File: src/glue_defines.vh
`ifndef GLUE_DEFINES_VH
`define GLUE_DEFINES_VH
// ---------------------------------------------------------------
// Register byte offsets
// ---------------------------------------------------------------
`define REG_CFG0        4'h0
`define REG_CFG1        4'h4
`define REG_STATUS      4'h8
// ---------------------------------------------------------------
// Config field positions
// ---------------------------------------------------------------
`define F_BASE_LO       0
`define F_IRQ_LO        4
`define F_EN            6
`define F_RTS_TX        7
`define F_CTS_RX        8
`define F_HS_DEFEAT     9
`define F_RCLK_EXT      10
`define F_TRANSMIT_RATE_CLOCK_TX       11
`define F_AUX_LOOP      12
`define F_HALF_DUPLEX   13
`define F_DTR_INV       14
`define CFG_W           15
// ---------------------------------------------------------------
// Reset values
// ---------------------------------------------------------------
`define CFG0_RST        15'h0180
`define CFG1_RST        15'h0181
// ---------------------------------------------------------------
// AXI responses
// ---------------------------------------------------------------
`define RESP_OKAY       2'b00
`define RESP_SLVERR     2'b10
`endif

File: src/serial_channel_option_glue.v
// Overview of operation
// - Two identical routing and driver-enable channels, each configured on its own.
// - Base codes 0-7 map to 3F8,2F8,3220,3228,4220,4228,5220,5228.
// - Base codes 8-15 map to 83F8,82F8,B220,B228,C220,C228,D220,D228.
// - Irq select 00,01,10,11 routes to request lines 3,4,7,9.
// - RTS transmit option drives RTS onto the auxiliary output unless the transmit clock or loopback option is also set.
// - CTS comes from own RTS when defeated, else from auxiliary input when the CTS receive option is set; otherwise 0.
// - Receive clock from transmit rate clock, or auxiliary input if external.
// - Transmit clock option drives rate clock onto the auxiliary output unless the loopback option is also set.
// - Loopback option echoes auxiliary input onto auxiliary output.
// - Half duplex: driver follows DTR; full duplex: driver not gated.
// - Positive polarity: DTR 1 enables drivers, starts disabled.
// - Inverted polarity: DTR 0 enables drivers, starts enabled.
// - Each channel decodes eight addresses on an eight-byte boundary, full 16 bits.
// - Interrupt reaches its line only while user output 2 is active.
`timescale 1ns/100ps
`include "glue_defines.vh"
module serial_channel_option_glue (
   input  wire        clk,            // 125 MHz clock
   input  wire        rst_n,          // Async reset, active low
   input  wire [3:0]  s_axi_awaddr,   // Write address
   input  wire        s_axi_awvalid,  // Write address valid
   output wire        s_axi_awready,  // Write address ready
   input  wire [31:0] s_axi_wdata,    // Write data
   input  wire [3:0]  s_axi_wstrb,    // Write strobes
   input  wire        s_axi_wvalid,   // Write data valid
   output wire        s_axi_wready,   // Write data ready
   output reg  [1:0]  s_axi_bresp,    // Write response
   output reg         s_axi_bvalid,   // Write response valid
   input  wire        s_axi_bready,   // Write response ready
   input  wire [3:0]  s_axi_araddr,   // Read address
   input  wire        s_axi_arvalid,  // Read address valid
   output wire        s_axi_arready,  // Read address ready
   output reg  [31:0] s_axi_rdata,    // Read data
   output reg  [1:0]  s_axi_rresp,    // Read response
   output reg         s_axi_rvalid,   // Read valid
   input  wire        s_axi_rready,   // Read ready
   input  wire [15:0] io_addr,        // Host I/O address
   input  wire [1:0]  rts,            // UART RTS per channel
   input  wire [1:0]  dtr,            // UART DTR per channel
   input  wire [1:0]  out2,           // UART user output 2
   input  wire [1:0]  uart_irq,       // UART interrupt
   input  wire [1:0]  rate_clk,       // UART transmit rate clock
   input  wire [1:0]  aux_in,         // Auxiliary input pairs
   output wire [1:0]  cts,            // To UART CTS
   output wire [1:0]  rclk,           // To UART receive clock
   output wire [1:0]  aux_out,        // Auxiliary output pairs
   output wire [1:0]  drv_en,         // Line driver enables
   output wire [1:0]  chan_sel,       // Channel selects
   output wire [2:0]  reg_sel,        // UART register select
   output wire [3:0]  irq_req         // Request lines 3,4,7,9
);
   // ---------------------------------------------------------------
   // Configuration registers
   // ---------------------------------------------------------------
   reg  [`CFG_W-1:0] cfg0_q;
   reg  [`CFG_W-1:0] cfg1_q;
   reg  [3:0]        awaddr_q;
   reg               aw_held_q;
   reg  [31:0]       wdata_q;
   reg  [3:0]        wstrb_q;
   reg               w_held_q;
   wire [7:0]        irq_all;
   wire [5:0]        rsel_all;

   assign s_axi_awready = !aw_held_q && !s_axi_bvalid;
   assign s_axi_wready  = !w_held_q && !s_axi_bvalid;
   assign s_axi_arready = !s_axi_rvalid;

   wire        aw_now = aw_held_q | (s_axi_awvalid & s_axi_awready);
   wire        w_now  = w_held_q | (s_axi_wvalid & s_axi_wready);
   wire [3:0]  wa     = aw_held_q ? awaddr_q : s_axi_awaddr;
   wire [31:0] wd     = w_held_q ? wdata_q : s_axi_wdata;
   wire [3:0]  ws     = w_held_q ? wstrb_q : s_axi_wstrb;
   wire        do_wr  = aw_now & w_now & !s_axi_bvalid;

   function [`CFG_W-1:0] merge;
      input [`CFG_W-1:0] old;
      input [31:0]       d;
      input [3:0]        s;
      begin
         merge = old;
         if (s[0])
            merge[7:0] = d[7:0];
         if (s[1])
            merge[`CFG_W-1:8] = d[`CFG_W-1:8];
      end
   endfunction

   always @(posedge clk or negedge rst_n) begin
      if (!rst_n) begin
         cfg0_q       <= `CFG0_RST;
         cfg1_q       <= `CFG1_RST;
         awaddr_q     <= 4'h0;
         aw_held_q    <= 1'b0;
         wdata_q      <= 32'h0000_0000;
         wstrb_q      <= 4'h0;
         w_held_q     <= 1'b0;
         s_axi_bvalid <= 1'b0;
         s_axi_bresp  <= `RESP_OKAY;
      end else begin
         if (s_axi_awvalid && s_axi_awready && !do_wr) begin
            awaddr_q  <= s_axi_awaddr;
            aw_held_q <= 1'b1;
         end
         if (s_axi_wvalid && s_axi_wready && !do_wr) begin
            wdata_q  <= s_axi_wdata;
            wstrb_q  <= s_axi_wstrb;
            w_held_q <= 1'b1;
         end
         if (do_wr) begin
            aw_held_q    <= 1'b0;
            w_held_q     <= 1'b0;
            s_axi_bvalid <= 1'b1;
            s_axi_bresp  <= `RESP_OKAY;
            case (wa)
               `REG_CFG0: cfg0_q <= merge(cfg0_q, wd, ws);
               `REG_CFG1: cfg1_q <= merge(cfg1_q, wd, ws);
               `REG_STATUS: s_axi_bresp <= `RESP_OKAY;
               default:   s_axi_bresp <= `RESP_SLVERR;
            endcase
         end else if (s_axi_bvalid && s_axi_bready) begin
            s_axi_bvalid <= 1'b0;
         end
      end
   end

   // ---------------------------------------------------------------
   // Read channel
   // ---------------------------------------------------------------
   always @(posedge clk or negedge rst_n) begin
      if (!rst_n) begin
         s_axi_rvalid <= 1'b0;
         s_axi_rdata  <= 32'h0000_0000;
         s_axi_rresp  <= `RESP_OKAY;
      end else if (s_axi_arvalid && s_axi_arready) begin
         s_axi_rvalid <= 1'b1;
         s_axi_rresp  <= `RESP_OKAY;
         case (s_axi_araddr)
            `REG_CFG0:   s_axi_rdata <= {17'h0, cfg0_q};
            `REG_CFG1:   s_axi_rdata <= {17'h0, cfg1_q};
            `REG_STATUS: s_axi_rdata <= {20'h00000, irq_req, drv_en, aux_out, cts, chan_sel};
            default: begin
               s_axi_rdata <= 32'h0000_0000;
               s_axi_rresp <= `RESP_SLVERR;
            end
         endcase
      end else if (s_axi_rvalid && s_axi_rready) begin
         s_axi_rvalid <= 1'b0;
      end
   end

   // ---------------------------------------------------------------
   // Channels
   // ---------------------------------------------------------------
   genvar g;
   generate
      for (g = 0; g < 2; g = g + 1) begin : g_chan
         chan_route chan_route_inst (
            .cfg       ((g == 0) ? cfg0_q : cfg1_q),
            .io_addr   (io_addr),
            .rts       (rts[g]),
            .dtr       (dtr[g]),
            .out2      (out2[g]),
            .uart_irq  (uart_irq[g]),
            .rate_clk  (rate_clk[g]),
            .aux_in    (aux_in[g]),
            .cts       (cts[g]),
            .rclk      (rclk[g]),
            .aux_out   (aux_out[g]),
            .drv_en    (drv_en[g]),
            .chan_sel  (chan_sel[g]),
            .reg_sel   (rsel_all[3*g +: 3]),
            .irq_lines (irq_all[4*g +: 4])
         );
      end
   endgenerate
   // Shared request lines when both channels pick one
   assign irq_req = irq_all[3:0] | irq_all[7:4];
   assign reg_sel = rsel_all[2:0] | rsel_all[5:3];
endmodule

File: src/chan_route.v
`timescale 1ns/100ps
`include "glue_defines.vh"
module chan_route (
   input  wire [`CFG_W-1:0] cfg,          // Channel configuration
   input  wire [15:0]       io_addr,      // Host I/O address
   input  wire              rts,          // UART request to send
   input  wire              dtr,          // UART terminal ready
   input  wire              out2,         // UART user output 2
   input  wire              uart_irq,     // UART interrupt
   input  wire              rate_clk,     // Transmit rate clock
   input  wire              aux_in,       // Auxiliary input pair
   output reg               cts,          // To UART clear to send
   output reg               rclk,         // To UART receive clock
   output reg               aux_out,      // Auxiliary output pair
   output wire              drv_en,       // Line driver enable
   output wire              chan_sel,     // Channel selected
   output wire [2:0]        reg_sel,      // UART register select
   output reg  [3:0]        irq_lines     // IRQ 3,4,7,9 requests
);
   reg [15:0] base;
   wire [3:0] bsel = cfg[`F_BASE_LO+3:`F_BASE_LO];
   wire       dtr_lvl = dtr ^ cfg[`F_DTR_INV];
   wire       irq_g = uart_irq & out2;
   always @* begin
      case (bsel[2:0])
         3'h0: base = 16'h03f8;
         3'h1: base = 16'h02f8;
         3'h2: base = 16'h3220;
         3'h3: base = 16'h3228;
         3'h4: base = 16'h4220;
         3'h5: base = 16'h4228;
         3'h6: base = 16'h5220;
         default: base = 16'h5228;
      endcase
      if (bsel[3] && bsel[2:1] != 2'b00)
         base = base + 16'h8000;
      else if (bsel[3])
         base = base | 16'h8000;
      case (cfg[`F_IRQ_LO+1:`F_IRQ_LO])
         2'b00:   irq_lines = {3'b000, irq_g};
         2'b01:   irq_lines = {2'b00, irq_g, 1'b0};
         2'b10:   irq_lines = {1'b0, irq_g, 2'b00};
         default: irq_lines = {irq_g, 3'b000};
      endcase
      if (cfg[`F_HS_DEFEAT])
         cts = rts;
      else if (cfg[`F_CTS_RX])
         cts = aux_in;
      else
         cts = 1'b0;
      rclk = cfg[`F_RCLK_EXT] ? aux_in : rate_clk;
      if (cfg[`F_AUX_LOOP])
         aux_out = aux_in;
      else if (cfg[`F_TRANSMIT_RATE_CLOCK_TX])
         aux_out = rate_clk;
      else if (cfg[`F_RTS_TX])
         aux_out = rts;
      else
         aux_out = 1'b0;
   end
   assign drv_en   = cfg[`F_HALF_DUPLEX] ? dtr_lvl : 1'b1;
   assign chan_sel = cfg[`F_EN] && (io_addr[15:3] == base[15:3]);
   assign reg_sel  = io_addr[2:0];
endmodule

File: config.mk
export PLATFORM = sky130hd
export DESIGN_NAME = serial_channel_option_glue
export DESIGN_NICKNAME = d
export VERILOG_FILES = /design/src/serial_channel_option_glue.v /design/src/chan_route.v
export VERILOG_INCLUDE_DIRS = /design/src
export SDC_FILE = /design/constraint.sdc
export NUM_CORES = 1
export LEC_CHECK = 0
export BUFFER_PORTS_ARGS = -buffer_cell sky130_fd_sc_hd__clkbuf_2
export CORE_UTILIZATION = 30
export DETAILED_ROUTE_END_ITERATION = 12
export SYNTH_ARGS = -nofsm -noshare
export SYNTH_HDL_FRONTEND = slang
export SYNTH_SLANG_ARGS = --single-unit
File: constraint.sdc
create_clock -name clk -period 3.8 [get_ports clk]
set_clock_uncertainty 0.2 [all_clocks]
set_input_delay 0.76 -clock clk [delete_from_list [all_inputs] [get_ports clk]]
set_output_delay 0.76 -clock clk [all_outputs]
set_load 0.03 [all_outputs]
==> results list, run 1 <==
- Across all layers, the routed design uses approximately 2,900 vias.
- For this run, global-route usage on met3 was measured as 0.0438.
* GPL Wtd Cong: around 0.86
* Endpoint kind of the worst setup timing path: primary output
* Max-cap viol count: 0
- Of the cells placed in the final design, the portion with a size suffix greater than 1 is 0.360.
- Die outline area: between 0.01 and 0.015 mm2
* Critical path buffers and inverters: 2
* CTS Hold Buffers Added: 0
* Clock sinks: between 70 and 80
* Worst Setup Start Kind: input port
* Unrepaired setup endpoints after global routing: no
- Clock latency on the worst-skew pair: between 0.3 and 0.4 ns
- Grt peak-use layer: met2
* Cell at the slowest stage of the critical path: sky130_fd_sc_hd__nor4_1
- In this run the horizontal extent of the chip is approximately 120 um.
- Most frequent CP cell: sky130_fd_sc_hd__clkbuf_2
- Post-synth EDFFs: 0
* Top Family by Delay on Critical Path: simple AND/OR/NAND/NOR gates
- Post-synthesis cell count: roughly 360
- The most used flip-flop cell after synthesis is sky130_fd_sc_hd__dfrtp_1.
- Async set-reset flop share out of synthesis: 1.00
- For this run, global-route usage on met1 was measured as 0.185.
- Total routing usage reported by global routing: 0.145
* 1st-iter DRT viols: ~150
- Fraction of synthesized cell area taken by the top area cell type: 0.437
- Post-layout min period: between 3 and 4 ns
* Post-layout util: 0.376
- Effective utilization at floorplan: 0.313
- The critical path is of the input port to primary output type.
* Cell Area, Placed: between 0.004 and 0.005 mm2
- Number of failing setup endpoints in the final timing report: 0
- Post-CTS repair changed the size of 0 cells.
* Via count of the first global-routing pass: roughly 2,800
* Sequential share of the synthesized area: 0.471
- Number of nets in the layout: about 520
- Maximum achievable frequency: around 0.30 GHz
- Mapped Area: ~0.0038 mm2
* Die Height: about 120 um
- H-Tree Depth: 3
* Met2 demand-to-capacity share in global routing: 0.230
- Dividing the detail-routed via count by the number of cells gives between 4 and 5.
- After routing, the total negative slack on setup checks comes to 0 ns.
- Worst-case headroom to the max-slew limit: 0.402
* Power density over the cells: between 600 and 700 mW/mm2
* Number of antenna diodes: 0
- Static Leakage: around 0.0021 uW
- Across the VDD grid, the largest voltage drop is 0.224 mV.
* Number of buffer cells added on primary ports: slightly above 90
- Top cells by area in the synthesized netlist: sky130_fd_sc_hd__dfrtp_1 44%, sky130_fd_sc_hd__mux2_2 9.4%, sky130_fd_sc_hd__buf_4 6.5%
- The initial antenna violation count is 1.
- Final-report hold violation count: 0
- Entering global routing, the biggest net connects 29 pins.
* Layout overhead on the synthesized area: 20.1%
* Register bit count reported by yosys: ~70
- The total overflow left after global routing is 0.
* Setup Fix Bufs, Post-CTS: 0
* Cell type contributing the most total cell area after synthesis: sky130_fd_sc_hd__dfrtp_1
* Routed wirelength normalized by instance count: approximately 15 um
- The final max-slew violation count is 0.
- No sink is reached through more buffers than the 2 on the longest clock path.
* CTS Root Buffer Type: sky130_fd_sc_hd__clkbuf_16
- The average instance in the mapped netlist occupies 10.7 um2.
- Yosys printed 0 warnings.
* Post-detailed-placement half-perimeter wirelength: 7.22 mm
- Number of distinct library cells after synthesis: a little over 50
- The first global-routing pass estimated 14.6 mm of wire.
* Fraction of the cycle the final worst path needs: 0.865
- The signal on the critical path passes through clkbuf_2 > nor4_1 > nand2_1 > a211o_1 > a211oi_2 > clkbuf_2.
- Data on the critical path is required at its endpoint by approximately 2.8 ns.
* Overall routed net length: 9.14 mm
* Crit Path Max Fanout: 3
* Leading cell types by count after synthesis: 67 x sky130_fd_sc_hd__dfrtp_1, 34 x sky130_fd_sc_hd__nand2_1, 33 x sky130_fd_sc_hd__buf_4, 32 x sky130_fd_sc_hd__mux2_2, 26 x sky130_fd_sc_hd__nor2_1
* Outcome: finished clean
- First drt pass iteration count: 4
- The core region is 0.0123 mm2.
- TritonCTS built the clock tree.
* Clock buffer count from CTS: 9
- Number of rows in the core area: 40
- During I/O placement, the number of pins put on the boundary was 137.
- At the pin with the least slew margin, the transition time is 0.894 ns.
- The count of nets left with antenna violations once routing finished came out at 0.
- Clock-pin slew was measured on the worst setup and hold paths at around 0.050 ns.
* Worst path arrival time: around 2.3 ns
* Design Area, Final: ~0.0046 mm2
* DRC violation count after routing: 0
* Class of the worst hold path: input port to asynchronous set/reset pin
* Slowest cell delay on critical path: slightly above 0.5 ns
* Most used standard cell by instance count after synthesis: sky130_fd_sc_hd__dfrtp_1
-- cell type report --
cell class,count,area (um2)
Timing Repair Buffer,98,505
Tap cell,168,210
Inverter,12,45.0
Sequential cell,72,1810
Clock inverter,3,40.0
Clock buffer,13,260
Multi-Input combinational cell,246,1740
Fill cell,1207,7650
-- worst reg2reg max path: stages, from the launching register on --
cell and delay, ns:
sky130_fd_sc_hd__dfrtp_1 0.58, sky130_fd_sc_hd__mux2i_1 0.35, sky130_fd_sc_hd__nand2_1 0.16, sky130_fd_sc_hd__or4_1 0.70, sky130_fd_sc_hd__mux2_4 0.40
-- metal layers --
metal,vias to the layer above,part of all wire
li1,1396,-
met5,-,0
met4,0,0.014
met3,11,0.082
met1,1354,0.44
met2,93,0.46
-- registers in the layout, indices dropped and copies added, names as in the netlist --
register,flops
wdata_q,15
s_axi_rdata,15
aw_held_q,1
cfg1_q,15
w_held_q,1
s_axi_bresp,1
wstrb_q,2
s_axi_rresp,1
awaddr_q,4
s_axi_bvalid,1
cfg0_q,15
s_axi_rvalid,1
-- cells in the final DEF (no fill, tap or decap), types with 2 or more instances in the layout --
| master | count |
|---|---|
| sky130_fd_sc_hd__buf_4 | 6 |
| sky130_fd_sc_hd__clkbuf_1 | 2 |
| sky130_fd_sc_hd__nor2_1 | 26 |
| sky130_fd_sc_hd__o32ai_1 | 5 |
| sky130_fd_sc_hd__clkbuf_16 | 9 |
| sky130_fd_sc_hd__o21ai_0 | 8 |
| sky130_fd_sc_hd__dfstp_2 | 5 |
| sky130_fd_sc_hd__nor4b_2 | 3 |
| sky130_fd_sc_hd__xnor2_1 | 3 |
| sky130_fd_sc_hd__nor4_1 | 2 |
| sky130_fd_sc_hd__nand2_1 | 34 |
| sky130_fd_sc_hd__nand2b_1 | 4 |
| sky130_fd_sc_hd__inv_1 | 11 |
| sky130_fd_sc_hd__clkinv_2 | 2 |
| sky130_fd_sc_hd__nand3_1 | 4 |
| sky130_fd_sc_hd__mux2_2 | 32 |
| sky130_fd_sc_hd__a22o_1 | 4 |
| sky130_fd_sc_hd__mux2_1 | 15 |
| sky130_fd_sc_hd__a211oi_1 | 2 |
| sky130_fd_sc_hd__mux2i_1 | 10 |
| sky130_fd_sc_hd__conb_1 | 19 |
| sky130_fd_sc_hd__a22oi_1 | 7 |
| sky130_fd_sc_hd__clkbuf_8 | 2 |
| sky130_fd_sc_hd__o21ai_1 | 19 |
| sky130_fd_sc_hd__a221o_1 | 4 |
| sky130_fd_sc_hd__a2111o_1 | 2 |
| sky130_fd_sc_hd__nand3b_1 | 2 |
| sky130_fd_sc_hd__clkbuf_2 | 91 |
| sky130_fd_sc_hd__a222oi_1 | 4 |
| sky130_fd_sc_hd__a21oi_1 | 17 |
| sky130_fd_sc_hd__dfrtp_1 | 67 |
-- per-stage QoR --
stage | total power (uW) | cells | worst slack (ns) | hold slack [ns]
floorplan | 2080 | 375 | 0.895 | 0.253
global placement | 2280 | 596 | 0.586 | 0.270
detailed placement | 2320 | 596 | 0.525 | 0.275
CTS | 3180 | 612 | 0.524 | 0.223
global route | 3350 | 612 | 0.351 | 0.248
finish | 3150 | 612 | 0.512 | 0.199
-- report_power, final --
group | internal [uW] | switching [uW] | total [uW]
combinational | 444 | 579 | 1020
sequential | 1050 | 232 | 1280
clock | 542 | 305 | 847
-- logic make-up (layout without fill, tap and decap cells) --
logic type,Yosys count,after routing,synth area share
and+or+nand+nor,85,85,0.114
AOI/OAI and AO/OA,80,80,0.144
DFF,72,72,0.471
muxes,58,58,0.168
buffers and inverters,57,126,0.0926
xor gates and xnor gates,4,4,0.00913
other,1,19,0.000977
-- worst paths after layout --
path,slack (ns),endpoint,startpoint,depth (start not counted)
max in group asynchronous,2.41,cfg0_q[8]$_DFFE_PN1P_,rst_n,2
worst min register to register,0.28,s_axi_rdata[12]$_DFFE_PN0P_,s_axi_rdata[12]$_DFFE_PN0P_,2
worst max register to register,1.29,cfg1_q[4]$_DFFE_PN0P_,aw_held_q$_DFFE_PN0P_,4
min in group clk,0.28,s_axi_rdata[12]$_DFFE_PN0P_,s_axi_rdata[12]$_DFFE_PN0P_,2
worst max-delay path,0.51,chan_sel[0],io_addr[4],6
worst min-delay path,0.20,s_axi_bvalid$_DFFE_PN0P_,rst_n,1
Note: power is estimated with default switching activity, not from simulation.
==> run 2: changes to the inputs <==
--- a/config.mk
+++ b/config.mk
@@ -6,6 +6,7 @@
 export SDC_FILE = /design/constraint.sdc
 export NUM_CORES = 1
 export LEC_CHECK = 0
+export ABC_AREA = 1
 export BUFFER_PORTS_ARGS = -buffer_cell sky130_fd_sc_hd__clkbuf_2
 export CORE_UTILIZATION = 30
 export DETAILED_ROUTE_END_ITERATION = 12
==> constraint.sdc (replaced) <==
create_clock -name clk -period 3.8 [get_ports clk]
set_clock_uncertainty 0.2 [all_clocks]
set_input_delay 0.76 -clock clk [delete_from_list [all_inputs] [get_ports clk]]
set_output_delay 0.76 -clock clk [all_outputs]
set_load 0.01 [all_outputs]
==> results list, run 2 <==
- The flow ran to the end, and the final reports show no timing, DRC or antenna violations.
* Number of primary I/O pins: approximately 140
- The first global-routing pass estimated about 16 mm of wire.
* Slew at the pin with the worst max-slew slack: approximately 0.93 ns
* Post-layout min period: 2.64 ns
- Number of distinct library cells after synthesis: 33
- Clock-pin slew of the registers on the worst-case setup and hold paths: approximately 0.060 ns
- Number of antenna violations at the first check in global routing: 0
* Vias after detailed routing: 3,499
* Sequential share of the synthesized area: 0.447
- Synthesized area per cell: 7.42 um2
- Number of nets in the layout: 700
- Largest vdd supply drop: ~0.38 mV
- The library cell used most frequently in the layout, excluding fill and tap cells, is sky130_fd_sc_hd__nand2_1.
- Buffers inserted to repair hold after CTS numbered 0.
- Worst path arrival time: 1.68 ns
- Input and output buffers added on the ports amount to just over 90.
- Most used standard cell by instance count after synthesis: sky130_fd_sc_hd__nand2_1
* Number of synthesis warnings: 0
* CP Data Required Time: approximately 2.8 ns
- At the end of routability-driven placement, the weighted congestion stood at a little over 0.8.
- The cell area that synthesis handed to floorplanning was just over 0.004 mm2.
* Post-detailed-placement half-perimeter wirelength: roughly 7.5 mm
- Leaving out fill and tap cells, the most frequent cells in the layout are 186 x sky130_fd_sc_hd__nand2_1, 91 x sky130_fd_sc_hd__clkbuf_2, 81 x sky130_fd_sc_hd__o21ai_0.
- For this run, the total global-route usage over all layers was measured as 0.149.
- After floorplanning, the core was sized to cover around 0.013 mm2.
- In the routed design, unresolved DRC markers number 0.
- Category of the most critical setup path: input port to primary output
* Cell type contributing the most total cell area after synthesis: sky130_fd_sc_hd__dfrtp_1
- The number of hold violations in the final report came to 0.
- CTS Root Buffer Type: sky130_fd_sc_hd__clkbuf_16
- Yosys mapped a number of flops with a built-in enable equal to 0.
* Max clock buf depth: 2
- The first routing iteration left approximately 200 violations.
- Using the TritonRoute via totals, the vias-per-cell ratio works out to between 4 and 5.
* Worst Setup Start Kind: input port
* Worst-case headroom to the max-slew limit: 0.382
- Async set-reset flop share out of synthesis: 1.00
- Clock sinks: between 70 and 80
- Number of failing setup endpoints in the final timing report: 0
- The via count of the first global-routing pass is roughly 3,300.
- Register bit count reported by yosys: 72
- Max-cap violations in this run came to 0.
* Largest net degree at the start of global routing: 38
- Number of rows in the core area: 42
- Overall routed net length: 9.77 mm
- Setup TNS: 0 ns
- Cell at the slowest stage of the critical path: sky130_fd_sc_hd__nor4_1
* Clock buffer count from CTS: 9
- DIE WIDTH: around 120 um
- At the later pin of the worst-skew pair, clock insertion delay measures between 0.3 and 0.4 ns.
- Total count of max-transition violations in the final report: 0
* Effective utilization at floorplan: 0.306
- The path class of the tightest hold or removal check is input port to asynchronous set/reset pin.
* Crit Path Max Fanout: 6
- Setup repair after global routing left no endpoint under its margin.
- Fraction of synthesized cell area taken by the top area cell type: 0.415
- Top cells by area in the synthesized netlist: sky130_fd_sc_hd__dfrtp_1 41%, sky130_fd_sc_hd__nand2_1 17%, sky130_fd_sc_hd__o21ai_0 10%
- Global route total overflow: 0
- Design Power: 3250 uW
- For this design the static power due to leakage is roughly 0.0025 uW.
* Die outline area: 0.0139 mm2
- Layout overhead on the synthesized area: 19.3%
* Post-synthesis cell count: between 500 and 600
- The largest single stage delay on the critical path is 0.20 ns.
* Routed wirelength normalized by instance count: roughly 12 um
- Number of antenna diodes: 0
- STA classifies the critical path endpoint as a primary output.
- In this run the power density over the cells is slightly below 700 mW/mm2.
- The commonest cells after synthesis are 186 x sky130_fd_sc_hd__nand2_1, 81 x sky130_fd_sc_hd__o21ai_0, 67 x sky130_fd_sc_hd__dfrtp_1, 65 x sky130_fd_sc_hd__inv_1, 35 x sky130_fd_sc_hd__buf_4.
* Final antenna-violating net count: 0
* Maximum achievable frequency: approximately 0.38 GHz
* Fraction of the cycle the final worst path needs: 0.694
- Dominant synthesized flop cell: sky130_fd_sc_hd__dfrtp_1
- Die Height: between 100 and 150 um
* Clock tree from TritonCTS: yes
- Setup Fix Bufs, Post-CTS: 0
- Traced cell by cell, the critical path runs through clkbuf_2 > inv_1 > nor2_1 > nor2_1 > nand2_1 > nor4_1 > clkbuf_2.
* Post-CTS Resized: 0
- First drt pass iteration count: 4
- H-Tree Depth: 3
- The filler cells instantiated in the layout total about 1,400.
- In the final layout, the share of cells above drive strength 1 is 0.211.
run 2: final cells by class:
cell class	instances	area, um2	share of cell area
multi-input combinational	377	1720	0.356
timing repair buffer	95	495	0.103
clock inverter	6	108	0.0223
clock buffer	10	229	0.0475
sequential	72	1810	0.375
tap	176	220	0.0457
inverter	66	248	0.0514
run 2: critical path, delay by kind of cell:
| family | cells | cell delay, ns |
|---|---|---|
| buffers and inverters | 3 | 0.37 |
| AND/OR/NAND/NOR | 4 | 0.53 |
run 2: report_power, final:
part / internal (uW) / leakage (uW) / switching, uW
registers: 1080 / 0.000846 / 234
logic: 362 / 0.00151 / 615
clock network: 638 / 0.000162 / 319
total: 2080 / 0.00252 / 1170
run 2: through the flow:
stage	cells	utilization	setup slack [ns]	hold slack, ns	cell area, um2
floorplan	563	-	1.40	0.253	4110
global placement	786	0.340	1.14	0.264	4490
detailed placement	786	0.340	1.15	0.266	4490
CTS	802	0.366	1.15	0.129	4820
global route	802	0.366	1.04	0.142	4820
finish	802	0.366	1.16	0.123	4820
run 2: cells by family (layout without fill, tap and decap cells):
family                    after synthesis  count (layout)  synth area share
and+or+nand+nor                       246             246             0.251
buffers and inverters                 114             177             0.145
AOI/OAI and AO/OA                     110             110             0.150
DFF                                    72              72             0.447
other                                   1              19          0.000928
xor gates and xnor gates                1               1           0.00217
muxes                                   1               1           0.00279
run 2: worst paths after layout:
check | start | endpoint | slack (ns) | depth (start not counted)
max | io_addr[8] | chan_sel[0] | 1.16 | 7
min | rst_n | awaddr_q[3]$_DFFE_PN0P_ | 0.12 | 1
max reg2reg | w_held_q$_DFFE_PN0P_ | cfg1_q[0]$_DFFE_PN1P_ | 1.40 | 6
min reg2reg | s_axi_rdata[9]$_DFFE_PN0P_ | s_axi_rdata[9]$_DFFE_PN0P_ | 0.28 | 2
max in group asynchronous | rst_n | s_axi_rdata[4]$_DFFE_PN0P_ | 2.65 | 2
min in group clk | s_axi_rdata[9]$_DFFE_PN0P_ | s_axi_rdata[9]$_DFFE_PN0P_ | 0.28 | 2
run 2: routing by layer:
| metal | part of all wire | global-route usage | up-vias | wire length [um] |
|---|---|---|---|---|
| met5 | 0 | 0 | - | 0 |
| met4 | 0.024 | 0.0585 | 0 | 239 |
| met3 | 0.055 | 0.0392 | 19 | 542 |
| met2 | 0.41 | 0.214 | 133 | 4020 |
| met1 | 0.51 | 0.212 | 1521 | 4970 |
| li1 | - | - | 1826 | - |
